===== config.mk =====
export PLATFORM = sky130hd
export DESIGN_NAME = io_pin_function_control
export DESIGN_NICKNAME = d
export VERILOG_FILES = /design/src/io_pin_pkg.sv /design/src/io_pin_function_control.sv
export VERILOG_INCLUDE_DIRS = /design/src
export SDC_FILE = /design/constraint.sdc
export NUM_CORES = 1
export LEC_CHECK = 0
export ABC_AREA = 0
export ABC_CLOCK_PERIOD_IN_PS = 6430
export BUFFER_PORTS_ARGS = -buffer_cell sky130_fd_sc_hd__buf_4
export CORE_MARGIN = 2
export CORE_UTILIZATION = 50
export DETAILED_ROUTE_END_ITERATION = 7
export PLACE_DENSITY = 0.79
export SLEW_MARGIN = 20
export SYNTH_ARGS = -nofsm -noshare
export SYNTH_HDL_FRONTEND = slang
export SYNTH_SLANG_ARGS = --single-unit

===== constraint.sdc =====
create_clock -name clk -period 6.43 [get_ports clk]
set_input_delay 0 -clock clk [delete_from_list [all_inputs] [get_ports clk]]
set_output_delay 0 -clock clk [all_outputs]
set_load 0.005 [all_outputs]

===== src/io_pin_regs.svh =====
// register indices, field positions, reset values and pin numbers for the pin function block
`ifndef IO_PIN_REGS_SVH
`define IO_PIN_REGS_SVH
`define IDX_PIN_FUNCTION_CONTROL 16'hc006
`define IDX_BANK0_OUTPUT_DATA 16'hc01e
`define IDX_BANK0_INPUT_DATA 16'hc020
`define IDX_BANK0_DIRECTION 16'hc022
`define IDX_BANK1_OUTPUT_DATA 16'hc024
`define IDX_BANK1_INPUT_DATA 16'hc026
`define IDX_BANK1_DIRECTION 16'hc028
`define IDX_EVENT_STATUS 16'hc030
`define IDX_EVENT_MASK 16'hc032
`define CTRL_LOCK_BIT 15
`define CTRL_RELOC_BIT 11
`define CTRL_MODE_LSB 8
`define CTRL_HSS_BIT 7
`define CTRL_SPI_BIT 5
`define CTRL_POL_BIT 1
`define CTRL_EN_BIT 0
`define CTRL_WR_MASK 16'h8fa3
`define CTRL_RESET 16'h0000
`define BANK0_MASK 16'hffff
`define BANK1_MASK 16'he1f8
`define DATA_RESET 16'h0000
`define EVT_EDGE_BIT 0
`define EVT_LOCKED_BIT 1
`define EVT_MASK 16'h0003
`define EXT_IRQ_PIN 24
`define SS_DEFAULT_PIN 9
`define SS_RELOC_PIN 15
`define RESP_OKAY 2'b00
`define RESP_SLVERR 2'b10
`endif


===== src/io_pin_pkg.sv =====
// types shared by the pin function block
package io_pin_pkg;
    typedef enum logic [2:0] {
        MODE_GPIO = 3'h0,
        MODE_HOST_PORT = 3'h5,
        MODE_SCAN = 3'h6
    } pin_mode_t;

    typedef struct packed {
        logic lock;
        logic [2:0] rsv_14_12;
        logic slave_select_relocation;
        logic [2:0] mode;
        logic hss_en;
        logic rsv_6;
        logic spi_en;
        logic [2:0] rsv_4_2;
        logic irq_pol;
        logic irq_en;
    } ctrl_t;

    typedef struct packed {
        logic [31:0] value;
        logic [31:0] oe;
    } pad_drive_t;

    typedef struct packed {
        logic [3:0] value;
        logic [3:0] oe;
    } quad_drive_t;

    typedef struct packed {
        logic [21:0] value;
        logic [21:0] oe;
    } port_drive_t;
endpackage


===== src/io_pin_function_control.sv =====
// pin function control: axi4-lite register file, pin mux and external interrupt line
`include "io_pin_regs.svh"

module io_pin_function_control #(
    parameter int ADDR_W = 18
) (
    // clock and reset
    input wire logic clk,
    input wire logic rst_b,
    // axi4-lite write address and data
    input wire logic [ADDR_W-1:0] s_axi_awaddr,
    input wire logic s_axi_awvalid,
    output logic s_axi_awready,
    input wire logic [31:0] s_axi_wdata,
    input wire logic [3:0] s_axi_wstrb,
    input wire logic s_axi_wvalid,
    output logic s_axi_wready,
    // axi4-lite write response
    output logic [1:0] s_axi_bresp,
    output logic s_axi_bvalid,
    input wire logic s_axi_bready,
    // axi4-lite read
    input wire logic [ADDR_W-1:0] s_axi_araddr,
    input wire logic s_axi_arvalid,
    output logic s_axi_arready,
    output logic [31:0] s_axi_rdata,
    output logic [1:0] s_axi_rresp,
    output logic s_axi_rvalid,
    input wire logic s_axi_rready,
    // pads
    input wire logic [31:0] pin_in,
    output io_pin_pkg::pad_drive_t pad_drive,
    // high-speed serial port, pins 15:12
    input wire io_pin_pkg::quad_drive_t high_speed_serial_port_drive,
    output logic [3:0] high_speed_serial_port_in,
    // spi port, pins 11:8
    input wire io_pin_pkg::quad_drive_t spi_drive,
    output logic [3:0] spi_in,
    output logic spi_slave_select_input,
    // host parallel port, pins 15:0 and 24:19
    input wire io_pin_pkg::port_drive_t host_parallel_port_drive,
    output logic [21:0] host_parallel_port_in,
    // interrupts
    input wire logic global_pin_irq_en,
    output logic external_interrupt_line_req,
    output logic irq
);
    import io_pin_pkg::*;

    logic [1:0] rst_pipe_ff;
    logic rst_sync_b;
    ctrl_t ctrl_ff;
    logic [15:0] b0_out_ff;
    logic [15:0] b0_dir_ff;
    logic [15:0] b1_out_ff;
    logic [15:0] b1_dir_ff;
    logic [15:0] evt_status_ff;
    logic [15:0] evt_mask_ff;
    logic aw_held_ff;
    logic w_held_ff;
    logic [15:0] aw_idx_ff;
    logic [31:0] wdata_ff;
    logic [3:0] wstrb_ff;
    logic bvalid_ff;
    logic rvalid_ff;
    logic [1:0] bresp_ff;
    logic [1:0] rresp_ff;
    logic [31:0] rdata_ff;
    logic [2:0] irq_sync_ff;
    logic req_ff;
    pad_drive_t pad_ff;
    logic wr_fire;
    logic [15:0] wr_bits;
    logic [15:0] wr_mask;
    logic [15:0] nxt_ctrl;
    logic [15:0] ar_idx;
    logic edge_seen;
    logic locked_try;
    logic [15:0] b0_in;
    logic [15:0] b1_in;
    pad_drive_t nxt_pad;
    pin_mode_t mode;

    // reset release through two flops
    always_ff @(posedge clk or negedge rst_b) begin
        if (!rst_b) begin
            rst_pipe_ff <= 2'h0;
        end else begin
            rst_pipe_ff <= {rst_pipe_ff[0], 1'b1};
        end
    end
    assign rst_sync_b = rst_pipe_ff[1];

    // write channel: address and data taken in either order
    assign s_axi_awready = !aw_held_ff && !bvalid_ff;
    assign s_axi_wready = !w_held_ff && !bvalid_ff;
    assign wr_fire = aw_held_ff && w_held_ff && !bvalid_ff;

    always_ff @(posedge clk or negedge rst_sync_b) begin
        if (!rst_sync_b) begin
            aw_held_ff <= 1'b0;
            w_held_ff <= 1'b0;
            aw_idx_ff <= 16'h0000;
            wdata_ff <= 32'h0000_0000;
            wstrb_ff <= 4'h0;
        end else begin
            if (s_axi_awvalid && s_axi_awready) begin
                aw_held_ff <= 1'b1;
                aw_idx_ff <= s_axi_awaddr[17:2];
            end else if (wr_fire) begin
                aw_held_ff <= 1'b0;
            end
            if (s_axi_wvalid && s_axi_wready) begin
                w_held_ff <= 1'b1;
                wdata_ff <= s_axi_wdata;
                wstrb_ff <= s_axi_wstrb;
            end else if (wr_fire) begin
                w_held_ff <= 1'b0;
            end
        end
    end

    // byte lanes 0 and 1 carry the 16-bit registers
    assign wr_mask = {{8{wstrb_ff[1]}}, {8{wstrb_ff[0]}}};
    assign wr_bits = wdata_ff[15:0];

    always_ff @(posedge clk or negedge rst_sync_b) begin
        if (!rst_sync_b) begin
            bvalid_ff <= 1'b0;
            bresp_ff <= `RESP_OKAY;
        end else if (wr_fire) begin
            bvalid_ff <= 1'b1;
            unique case (aw_idx_ff)
                `IDX_PIN_FUNCTION_CONTROL,
                `IDX_BANK0_OUTPUT_DATA,
                `IDX_BANK0_INPUT_DATA,
                `IDX_BANK0_DIRECTION,
                `IDX_BANK1_OUTPUT_DATA,
                `IDX_BANK1_INPUT_DATA,
                `IDX_BANK1_DIRECTION,
                `IDX_EVENT_STATUS,
                `IDX_EVENT_MASK: begin
                    bresp_ff <= `RESP_OKAY;
                end
                default: begin
                    bresp_ff <= `RESP_SLVERR;
                end
            endcase
        end else if (s_axi_bready) begin
            bvalid_ff <= 1'b0;
        end
    end
    assign s_axi_bvalid = bvalid_ff;
    assign s_axi_bresp = bresp_ff;

    // control register; the lock holds the upper byte until chip reset
    always_comb begin
        nxt_ctrl = ctrl_ff;
        if (wr_fire && aw_idx_ff == `IDX_PIN_FUNCTION_CONTROL) begin
            nxt_ctrl[7:0] = (ctrl_ff[7:0] & ~wr_mask[7:0])
                | (wr_bits[7:0] & wr_mask[7:0]);
            if (!ctrl_ff.lock) begin
                nxt_ctrl[15:8] = (ctrl_ff[15:8] & ~wr_mask[15:8])
                    | (wr_bits[15:8] & wr_mask[15:8]);
            end
            // reserved positions never store, so they read as zero
            nxt_ctrl = nxt_ctrl & `CTRL_WR_MASK;
        end
    end
    assign locked_try = wr_fire && aw_idx_ff == `IDX_PIN_FUNCTION_CONTROL
        && ctrl_ff.lock && wr_mask[8];

    always_ff @(posedge clk or negedge rst_sync_b) begin
        if (!rst_sync_b) begin
            ctrl_ff <= ctrl_t'(`CTRL_RESET);
        end else begin
            ctrl_ff <= ctrl_t'(nxt_ctrl);
        end
    end

    // output and direction registers read back what was written in the populated positions
    always_ff @(posedge clk or negedge rst_sync_b) begin
        if (!rst_sync_b) begin
            b0_out_ff <= `DATA_RESET;
            b0_dir_ff <= `DATA_RESET;
            b1_out_ff <= `DATA_RESET;
            b1_dir_ff <= `DATA_RESET;
        end else if (wr_fire) begin
            unique case (aw_idx_ff)
                `IDX_BANK0_OUTPUT_DATA: begin
                    b0_out_ff <= ((b0_out_ff & ~wr_mask) | (wr_bits & wr_mask)) & `BANK0_MASK;
                end
                `IDX_BANK0_DIRECTION: begin
                    b0_dir_ff <= ((b0_dir_ff & ~wr_mask) | (wr_bits & wr_mask)) & `BANK0_MASK;
                end
                `IDX_BANK1_OUTPUT_DATA: begin
                    b1_out_ff <= ((b1_out_ff & ~wr_mask) | (wr_bits & wr_mask)) & `BANK1_MASK;
                end
                `IDX_BANK1_DIRECTION: begin
                    b1_dir_ff <= ((b1_dir_ff & ~wr_mask) | (wr_bits & wr_mask)) & `BANK1_MASK;
                end
                default: begin
                end
            endcase
        end
    end

    // pin 24 synchroniser; only the second and third stages feed the edge test
    // resets low, so a pin idling high may look like an edge; irq_en resets clear
    always_ff @(posedge clk or negedge rst_sync_b) begin
        if (!rst_sync_b) begin
            irq_sync_ff <= 3'h0;
        end else begin
            irq_sync_ff <= {irq_sync_ff[1:0], pin_in[`EXT_IRQ_PIN]};
        end
    end
    assign edge_seen = ctrl_ff.irq_pol ? (irq_sync_ff[1] && !irq_sync_ff[2])
        : (!irq_sync_ff[1] && irq_sync_ff[2]);

    always_ff @(posedge clk or negedge rst_sync_b) begin
        if (!rst_sync_b) begin
            req_ff <= 1'b0;
        end else begin
            req_ff <= edge_seen && ctrl_ff.irq_en && global_pin_irq_en;
        end
    end
    assign external_interrupt_line_req = req_ff;

    // sticky events, write one to clear; a new event beats the clear
    always_ff @(posedge clk or negedge rst_sync_b) begin
        if (!rst_sync_b) begin
            evt_status_ff <= 16'h0000;
            evt_mask_ff <= 16'h0000;
        end else begin
            if (wr_fire && aw_idx_ff == `IDX_EVENT_STATUS) begin
                evt_status_ff <= evt_status_ff & ~(wr_bits & wr_mask)
                    | {14'h0000, locked_try, req_ff};
            end else begin
                evt_status_ff <= evt_status_ff | {14'h0000, locked_try, req_ff};
            end
            if (wr_fire && aw_idx_ff == `IDX_EVENT_MASK) begin
                evt_mask_ff <= ((evt_mask_ff & ~wr_mask) | (wr_bits & wr_mask)) & `EVT_MASK;
            end
        end
    end
    assign irq = |(evt_status_ff & evt_mask_ff);

    // input registers show pin levels in the populated positions
    // raw pins, no synchroniser: software sees the level at the address edge
    assign b0_in = pin_in[15:0] & `BANK0_MASK;
    assign b1_in = {pin_in[31:29], 4'h0, pin_in[24:19], 3'h0} & `BANK1_MASK;

    // read channel: one cycle from address to data
    assign s_axi_arready = !rvalid_ff;
    assign ar_idx = s_axi_araddr[17:2];

    always_ff @(posedge clk or negedge rst_sync_b) begin
        if (!rst_sync_b) begin
            rvalid_ff <= 1'b0;
            rdata_ff <= 32'h0000_0000;
            rresp_ff <= `RESP_OKAY;
        end else if (s_axi_arvalid && s_axi_arready) begin
            rvalid_ff <= 1'b1;
            rresp_ff <= `RESP_OKAY;
            unique case (ar_idx)
                `IDX_PIN_FUNCTION_CONTROL: rdata_ff <= {16'h0000, ctrl_ff};
                `IDX_BANK0_OUTPUT_DATA: rdata_ff <= {16'h0000, b0_out_ff};
                `IDX_BANK0_INPUT_DATA: rdata_ff <= {16'h0000, b0_in};
                `IDX_BANK0_DIRECTION: rdata_ff <= {16'h0000, b0_dir_ff};
                `IDX_BANK1_OUTPUT_DATA: rdata_ff <= {16'h0000, b1_out_ff};
                `IDX_BANK1_INPUT_DATA: rdata_ff <= {16'h0000, b1_in};
                `IDX_BANK1_DIRECTION: rdata_ff <= {16'h0000, b1_dir_ff};
                `IDX_EVENT_STATUS: rdata_ff <= {16'h0000, evt_status_ff};
                `IDX_EVENT_MASK: rdata_ff <= {16'h0000, evt_mask_ff};
                default: begin
                    rdata_ff <= 32'h0000_0000;
                    rresp_ff <= `RESP_SLVERR;
                end
            endcase
        end else if (s_axi_rready) begin
            rvalid_ff <= 1'b0;
        end
    end
    assign s_axi_rvalid = rvalid_ff;
    assign s_axi_rdata = rdata_ff;
    assign s_axi_rresp = rresp_ff;

    // pin mux; reserved and scan codes act as the gpio code
    assign mode = pin_mode_t'(ctrl_ff.mode);

    always_comb begin
        nxt_pad.value = {b1_out_ff[15:13], 4'h0, b1_out_ff[8:3], 3'h0, b0_out_ff};
        nxt_pad.oe = {b1_dir_ff[15:13], 4'h0, b1_dir_ff[8:3], 3'h0, b0_dir_ff};
        if (mode == MODE_HOST_PORT) begin
            nxt_pad.value[15:0] = host_parallel_port_drive.value[15:0];
            nxt_pad.oe[15:0] = host_parallel_port_drive.oe[15:0];
            nxt_pad.value[24:19] = host_parallel_port_drive.value[21:16];
            nxt_pad.oe[24:19] = host_parallel_port_drive.oe[21:16];
        end else begin
            if (ctrl_ff.hss_en) begin
                nxt_pad.value[15:12] = high_speed_serial_port_drive.value;
                nxt_pad.oe[15:12] = high_speed_serial_port_drive.oe;
            end
            if (ctrl_ff.spi_en) begin
                nxt_pad.value[11:8] = spi_drive.value;
                nxt_pad.oe[11:8] = spi_drive.oe;
                if (ctrl_ff.slave_select_relocation) begin
                    // pin 15 turns into the slave-select input, over the serial port
                    nxt_pad.oe[`SS_RELOC_PIN] = 1'b0;
                end
            end
        end
    end

    always_ff @(posedge clk or negedge rst_sync_b) begin
        if (!rst_sync_b) begin
            pad_ff <= '0;
        end else begin
            pad_ff <= nxt_pad;
        end
    end
    // one cycle of latency bought to keep the enables free of mux glitches
    assign pad_drive = pad_ff;

    assign high_speed_serial_port_in = pin_in[15:12];
    assign spi_in = pin_in[11:8];
    assign spi_slave_select_input = (ctrl_ff.spi_en && ctrl_ff.slave_select_relocation)
        ? pin_in[`SS_RELOC_PIN] : pin_in[`SS_DEFAULT_PIN];
    assign host_parallel_port_in = {pin_in[24:19], pin_in[15:0]};

endmodule // io_pin_function_control


==> out/qor.csv, run 1 <==
stage,metric,value,unit
timing,fmax,0.345,GHz
logic_synthesis,sequential cell area fraction in the yosys report,55.5,%
logic_synthesis,Synth Instances,659,
critical_path,R2R Setup Slk,3540,ps
routing,Post-Route WL,24.4,mm
clocking,Worst-Skew Late Latency,430,ps
critical_path,critical path class,flop to flop,
job,Max Cap Viol,0,
die,IO Count,310,
logic_synthesis,top post-synthesis cells by area,"dfrtp_1 56%, mux2_2 17%, buf_4 5.5%",
die,die area,18100,sq um
timing,Setup WS post-layout,3540,ps
placement,post-DP HPWL,15.9,mm
clocking,Setup Buffers After CTS,0,
critical_path,Critical Path Start,aw_idx_ff[7],
logic_synthesis,synth warn,0,
layout,# diodes,0,
routing,# DRC,0,
critical_path,worst-path maximum fanout,8,
critical_path,worst path required time,6650,ps
routing,DRT Pass-1 Iters,7,
layout,area grow syn2layout,41.4,%
timing,relative slew slack,24.2,%
layout,ratio of cells with drive above 1 in the final layout,44.8,%
die,Die X,135,microns
clocking,number of clock sinks,189,
timing,crit share post-route,45.0,%
pwr,Peak VDD IR,0.205,mV
layout,fin cells,1220,
logic_synthesis,"count leader, synth",dfrtp_1,
logic_synthesis,Post-synth EDFFs,0,
critical_path,R2R cell count,4,
clocking,Resize count post-CTS,0,
logic_synthesis,Mapped Area,8520,sq um
clocking,Clock Tree Buf Depth,2,
logic_synthesis,Synth Area per Inst,12.9,sq um
die,Die Y,135,microns
global_routing,gr ovfl total,0,
logic_synthesis,number of synthesized register bits,189,
critical_path,Reg2Reg Launch Point,aw_idx_ff[7],
placement,dpl cell area,10300,sq um
logic_synthesis,most frequent cells after synthesis,"189 x dfrtp_1, 132 x mux2_2, 62 x buf_4",
logic_synthesis,Synth area leader,dfrtp_1,
pwr,LEAKAGE,5.93,nW
timing,Final Hold Violating Endpoints,0,
clocking,CTS root buf,clkbuf_16,
placement,Place WS,3590,ps
global_routing,All-Layer GR Usage,27.5,%
timing,unrepaired setup endpoints after global routing,no,
routing,Final ANT Viol Nets,0,
layout,final core utilization,72.4,%
clocking,clock tree from TritonCTS,yes,
global_routing,vias in the first global route,6999,
global_routing,first-pass GRT wire length,37.9,mm
critical_path,Worst setup endpoint,evt_status_ff[3],
status,status,"complete, no violations",
critical_path,arrival time of the worst setup path,3120,ps
placement,Final Wtd Congestion,0.821,
critical_path,Worst R2R End,evt_status_ff[3],
timing,min Tclk post-route,2890,ps
logic_synthesis,Synth Flop Type,dfrtp_1,
timing,Slew @ Worst Pin,1130,ps
clocking,hold-fix buffer count after cts,107,
die,Initial Utilization,51.2,%
routing,initial DRC count,521,
routing,via count,6725,
die,Core Region,16600,sq um
pwr,P per Cell Area,256,nW/um^2
timing,clk_skew,5.50,ps
placement,placed cells,1081,
logic_synthesis,Netlist cell types,52,
critical_path,CP endpoint kind,flop,
timing,Setup TNS,0,ps
hold_path,HP Class,input port to flop,
clocking,CTS buffer count,17,
clocking,# H-tree levels,4,
critical_path,CP startpoint kind,flop,
logic_synthesis,Yosys top cell area share,55.5,%
die,num rows,47,
global_routing,pin count of the biggest net entering global routing,73,
clocking,Clock transition at path regs,70,ps
logic_synthesis,Async SR Flop Fraction,100,%
routing,Routed WL per cell,20.0,microns
global_routing,initial antenna violation count,0,
placement,IO buf count,248,
routing,mean number of vias per cell,5.51,
layout,cell area after layout,12000,sq um
timing,final setup fails,0,
timing,Final Max Slew Viols,0,
layout,nets,1159,
final cells by class:
| type | instances | area (sq um) |
|---|---|---|
| Tap cell | 220 | 275 |
| Fill cell | 1124 | 4600 |
| Sequential cell | 189 | 4730 |
| Multi-Input combinational cell | 408 | 3360 |
| Clock buffer | 18 | 429 |
| Inverter | 7 | 26.3 |
| Clock inverter | 14 | 216 |
| Timing Repair Buffer | 364 | 3000 |
critical path, cell delays in order, from the launching register on:
cell	delay, ps
dfrtp_1	370
or4_1	580
or4_4	550
nor4_2	810
a21boi_0	370
power breakdown:
group	switching [mW]	internal (mW)
logic	0.192	0.270
clock network	0.456	0.691
registers	0.153	1.32
total	0.802	2.28
worst min-delay path by stage:
stage	start	endpoint	cells past startpoint
floorplan	rst_b	rst_pipe_ff[0]	0
global placement	rst_b	rst_pipe_ff[0]	1
detailed placement	rst_b	rst_pipe_ff[0]	1
CTS	pin_in[19]	s_axi_rdata[3]	4
global route	pin_in[20]	s_axi_rdata[4]	4
finish	pin_in[19]	s_axi_rdata[3]	4
placed cells by master, fill, tap and decap left out, types with 3 or more instances in the layout:
| master | Yosys | final |
|---|---|---|
| mux2i_1 | 19 | 19 |
| inv_1 | 7 | 7 |
| or4_1 | 5 | 5 |
| mux2_2 | 132 | 132 |
| nor2_4 | 3 | 3 |
| nand2_1 | 26 | 26 |
| o41ai_1 | 4 | 4 |
| nand3_1 | 3 | 3 |
| or2_2 | 3 | 3 |
| a22o_1 | 3 | 3 |
| nor4_4 | 2 | 3 |
| buf_4 | 62 | 257 |
| or4b_2 | 5 | 5 |
| nor2_1 | 29 | 29 |
| nand2b_1 | 5 | 5 |
| a21boi_0 | 16 | 16 |
| nor3_1 | 4 | 4 |
| o21ai_0 | 10 | 10 |
| clkbuf_16 | 0 | 17 |
| a221oi_1 | 3 | 3 |
| nor4_1 | 6 | 4 |
| nor4_2 | 4 | 5 |
| dlygate4sd3_1 | 0 | 107 |
| a21o_1 | 11 | 11 |
| clkinvlp_4 | 0 | 4 |
| conb_1 | 2 | 33 |
| dfrtp_1 | 189 | 188 |
| a22oi_1 | 4 | 4 |
| a32oi_1 | 6 | 6 |
| bufinv_16 | 0 | 5 |
| a21oi_1 | 27 | 27 |
| a222oi_1 | 18 | 18 |
layer usage:
metal / vias up / global-route usage, % / part of all wire (%)
met3: 59 / 5.89 / 6.8
met1: 3364 / 34.3 / 39
li1: 2990 / - / -
met5: - / 0 / 0
met4: 0 / 10.8 / 3.2
met2: 312 / 46.9 / 51
cells by family after synthesis:
kind of cell / synth area share, %
compound gates: 9.14
buf+inv: 6.88
flops: 55.5
mux: 20.0
other cells: 0.0882
simple gates: 8.40
through the flow:
step,hold WS [ps],power (mW)
2_1_floorplan,-296,1.71
3_3_place_gp,-216,1.87
3_5_place_dp,-215,1.89
4_1_cts,6.22,3.08
5_1_grt,49.0,3.21
6_report,38.1,3.08
(Power assumes the default switching activity.)
==> inputs of run 2 (changes only) <==
ABC_CLOCK_PERIOD_IN_PS = 2580   (was 6430)
CORE_UTILIZATION = 45   (was 50)
PLACE_DENSITY = 0.75   (was 0.79)
clock period = 2.58 ns   (was 6.43 ns; I/O delays follow)
==> out/qor.csv, run 2 (synthesized netlist as in run 1, its figures left out) <==
stage,metric,value,unit,change
layout,final core utilization,66.2,%,-6.2 points
critical_path,worst-path maximum fanout,5,,-3
die,IO Count,310,,unchanged
hold_path,Hold Path Sink,s_axi_rvalid,,
placement,dpl cell area,10600,sq um,+2.3%
clocking,clock tree from TritonCTS,yes,,
hold_path,worst hold start,s_axi_arvalid,,
routing,Post-Route WL,24.8,mm,+1.6%
routing,# DRC,0,,unchanged
placement,post-DP HPWL,17.0,mm,+6.4%
die,die area,20000,sq um,+11%
layout,nets,1187,,+2.4%
layout,ratio of cells with drive above 1 in the final layout,46.6,%,+1.8 points
timing,clk_skew,19.9,ps,+14.4 ps
layout,area grow syn2layout,45.0,%,
global_routing,initial antenna violation count,1,,+1
timing,Final Hold Violating Endpoints,0,,unchanged
timing,fmax,0.387,GHz,+12%
timing,final setup fails,3,,+3
hold_path,HP Class,input port to flop,,
critical_path,Critical Path Max Stage Delay,540,ps,-270 ps
routing,initial DRC count,498,,-4.4%
global_routing,gr ovfl total,0,,unchanged
die,Die X,142,microns,+5.2%
critical_path,Reg2Reg Launch Point,aw_idx_ff[12],,
critical_path,CP startpoint kind,flop,,
die,num rows,50,,+6.4%
status,failing checks,negative setup slack,,
routing,Final ANT Viol Nets,0,,unchanged
timing,Slew @ Worst Pin,965,ps,-162 ps
clocking,# H-tree levels,4,,unchanged
clocking,Worst-Skew Late Latency,440,ps,about the same
die,Core Region,18600,sq um,+12%
global_routing,first-pass GRT wire length,38.3,mm,+1.2%
timing,Final Max Slew Viols,0,,unchanged
timing,relative slew slack,35.7,%,+12 points
routing,via count,6794,,+1.0%
critical_path,critical path's slowest cell,or4bb_1,,
placement,IO buf count,248,,unchanged
routing,DRT Pass-1 Iters,8,,+1
global_routing,vias in the first global route,6948,,-0.73%
layout,fin cells,1262,,+3.4%
die,Die Y,142,microns,+5.2%
clocking,CTS root buf,clkbuf_16,,
clocking,Clock Tree Buf Depth,2,,unchanged
die,Initial Utilization,45.7,%,-5.5 points
critical_path,critical-path cell list,or4bb_1 > or4_4 > or3_4 > nor2_4 > mux2_2,,
clocking,number of clock sinks,189,,unchanged
critical_path,CP endpoint kind,flop,,
critical_path,R2R Setup Slk,-4,ps,-3540 ps
hold_path,hold path cells,4,,unchanged
timing,crit share post-route,100,%,+55 points
critical_path,worst path required time,2900,ps,-3750 ps
timing,Setup WS post-layout,-3.66,ps,-3540 ps
timing,unrepaired setup endpoints after global routing,yes,,
global_routing,All-Layer GR Usage,25.1,%,-2.4 points
critical_path,critical path class,flop to flop,,
layout,fillcell total,1387,,+23%
clocking,CTS buffer count,17,,unchanged
placement,Final Wtd Congestion,0.871,,+6.1%
pwr,LEAKAGE,6.07,nW,+2.4%
layout,most frequent cells in the layout,"279 x buf_4, 188 x dfrtp_1, 126 x mux2_2, 107 x dlygate4sd3_1, 33 x conb_1",,
status,status,"finished, violations left",,
layout,"most common cell after layout, fill and taps aside",buf_4,,
clocking,Clock transition at path regs,70,ps,about the same
critical_path,Critical Path Start,aw_idx_ff[12],,
pwr,P per Cell Area,613,nW/um^2,+140%
global_routing,pin count of the biggest net entering global routing,75,,+2.7%
routing,mean number of vias per cell,5.38,,-2.3%
timing,min Tclk post-route,2580,ps,-311 ps
routing,Routed WL per cell,19.7,microns,-1.8%
pwr,Peak VDD IR,0.485,mV,+140%
critical_path,arrival time of the worst setup path,2900,ps,-220 ps
critical_path,R2R cell count,5,,+1
layout,cell area after layout,12300,sq um,+2.5%
placement,placed cells,1121,,+3.7%
job,Max Cap Viol,0,,unchanged
-- run 2: changes by cell type in the layout (fill, tap and decap cells not counted), sizes merged --
| cell | previous run | this run |
|---|---|---|
| buf | 257 | 285 |
| bufinv | 5 | 3 |
| clkbuf | 18 | 21 |
| clkinv | 3 | 4 |
| clkinvlp | 4 | 3 |
| diode | 0 | 1 |
| inv | 9 | 7 |
-- run 2: critical path, delay by kind of cell, from the launching register on --
| family | cells | cell delay [ps] |
|---|---|---|
| and+or+nand+nor | 4 | 1740 |
| muxes | 1 | 360 |
| DFF | 1 | 370 |
-- run 2: how the worst max path moves through the flow --
stage | to | slack [ps] | depth (start not counted)
after global placement | flop | -9 | 5
after global routing | flop | -50 | 6
after detailed placement | flop | -30 | 5
after CTS | flop | -4 | 5
final | flop | -4 | 5
after floorplan | flop | 100 | 5
-- run 2: final cells by class --
class	count	area, sq um	share of cell area [%]
flip-flops and latches	189	4730	38.3
diodes	1	2.50	0.0203
clock inverters	10	140	1.14
repair buffers	392	3270	26.5
clock buffers	21	460	3.73
well taps	234	293	2.37
inverters	7	26.3	0.213
multi-input cells	408	3420	27.7
-- run 2: per-stage QoR --
step / power (mW) / hold WS [ps] / setup WS, ps / TNS, ps
2_1_floorplan: 4.27 / -296 / 96.5 / 0
3_3_place_gp: 4.73 / -214 / -8.58 / -59.7
3_5_place_dp: 4.76 / -215 / -32.5 / -217
4_1_cts: 7.57 / 1.91 / -3.71 / -6.75
5_1_grt: 7.89 / 21.5 / -52.2 / -687
6_report: 7.56 / 17.4 / -3.66 / -7.34
-- run 2: repair_timing --
| action | in CTS | in global routing |
|---|---|---|
| buffers inserted | 1 | 1 |
| hold buffers | 107 | 0 |
| endpoints found under the hold margin | 92 | 0 |
| pin swaps | 4 | 7 |
| gates resized for setup | 2 | 15 |
| setup endpoints to repair | 19 | 52 |
| cloned | 0 | 0 |
-- run 2: where the power goes --
part           total [mW]  internal (mW)  leakage (nW)  switching [mW]
Combinational        1.21          0.696          3.25           0.512
Sequential           3.67           3.28          2.54           0.392
Clock                2.69           1.57         0.285            1.12
Total                7.56           5.54          6.07            2.02
-- run 2: routing by layer --
| layer | part of all wire, % | wire length [microns] | vias to the layer above | GRT usage [%] |
|---|---|---|---|---|
| li1 | - | - | 3048 | - |
| met3 | 6.8 | 1700 | 38 | 6.14 |
| met4 | 2.1 | 516 | 0 | 8.16 |
| met1 | 41 | 10100 | 3415 | 31.4 |
| met2 | 50 | 12500 | 293 | 42.9 |
| met5 | 0 | 0 | - | 0 |
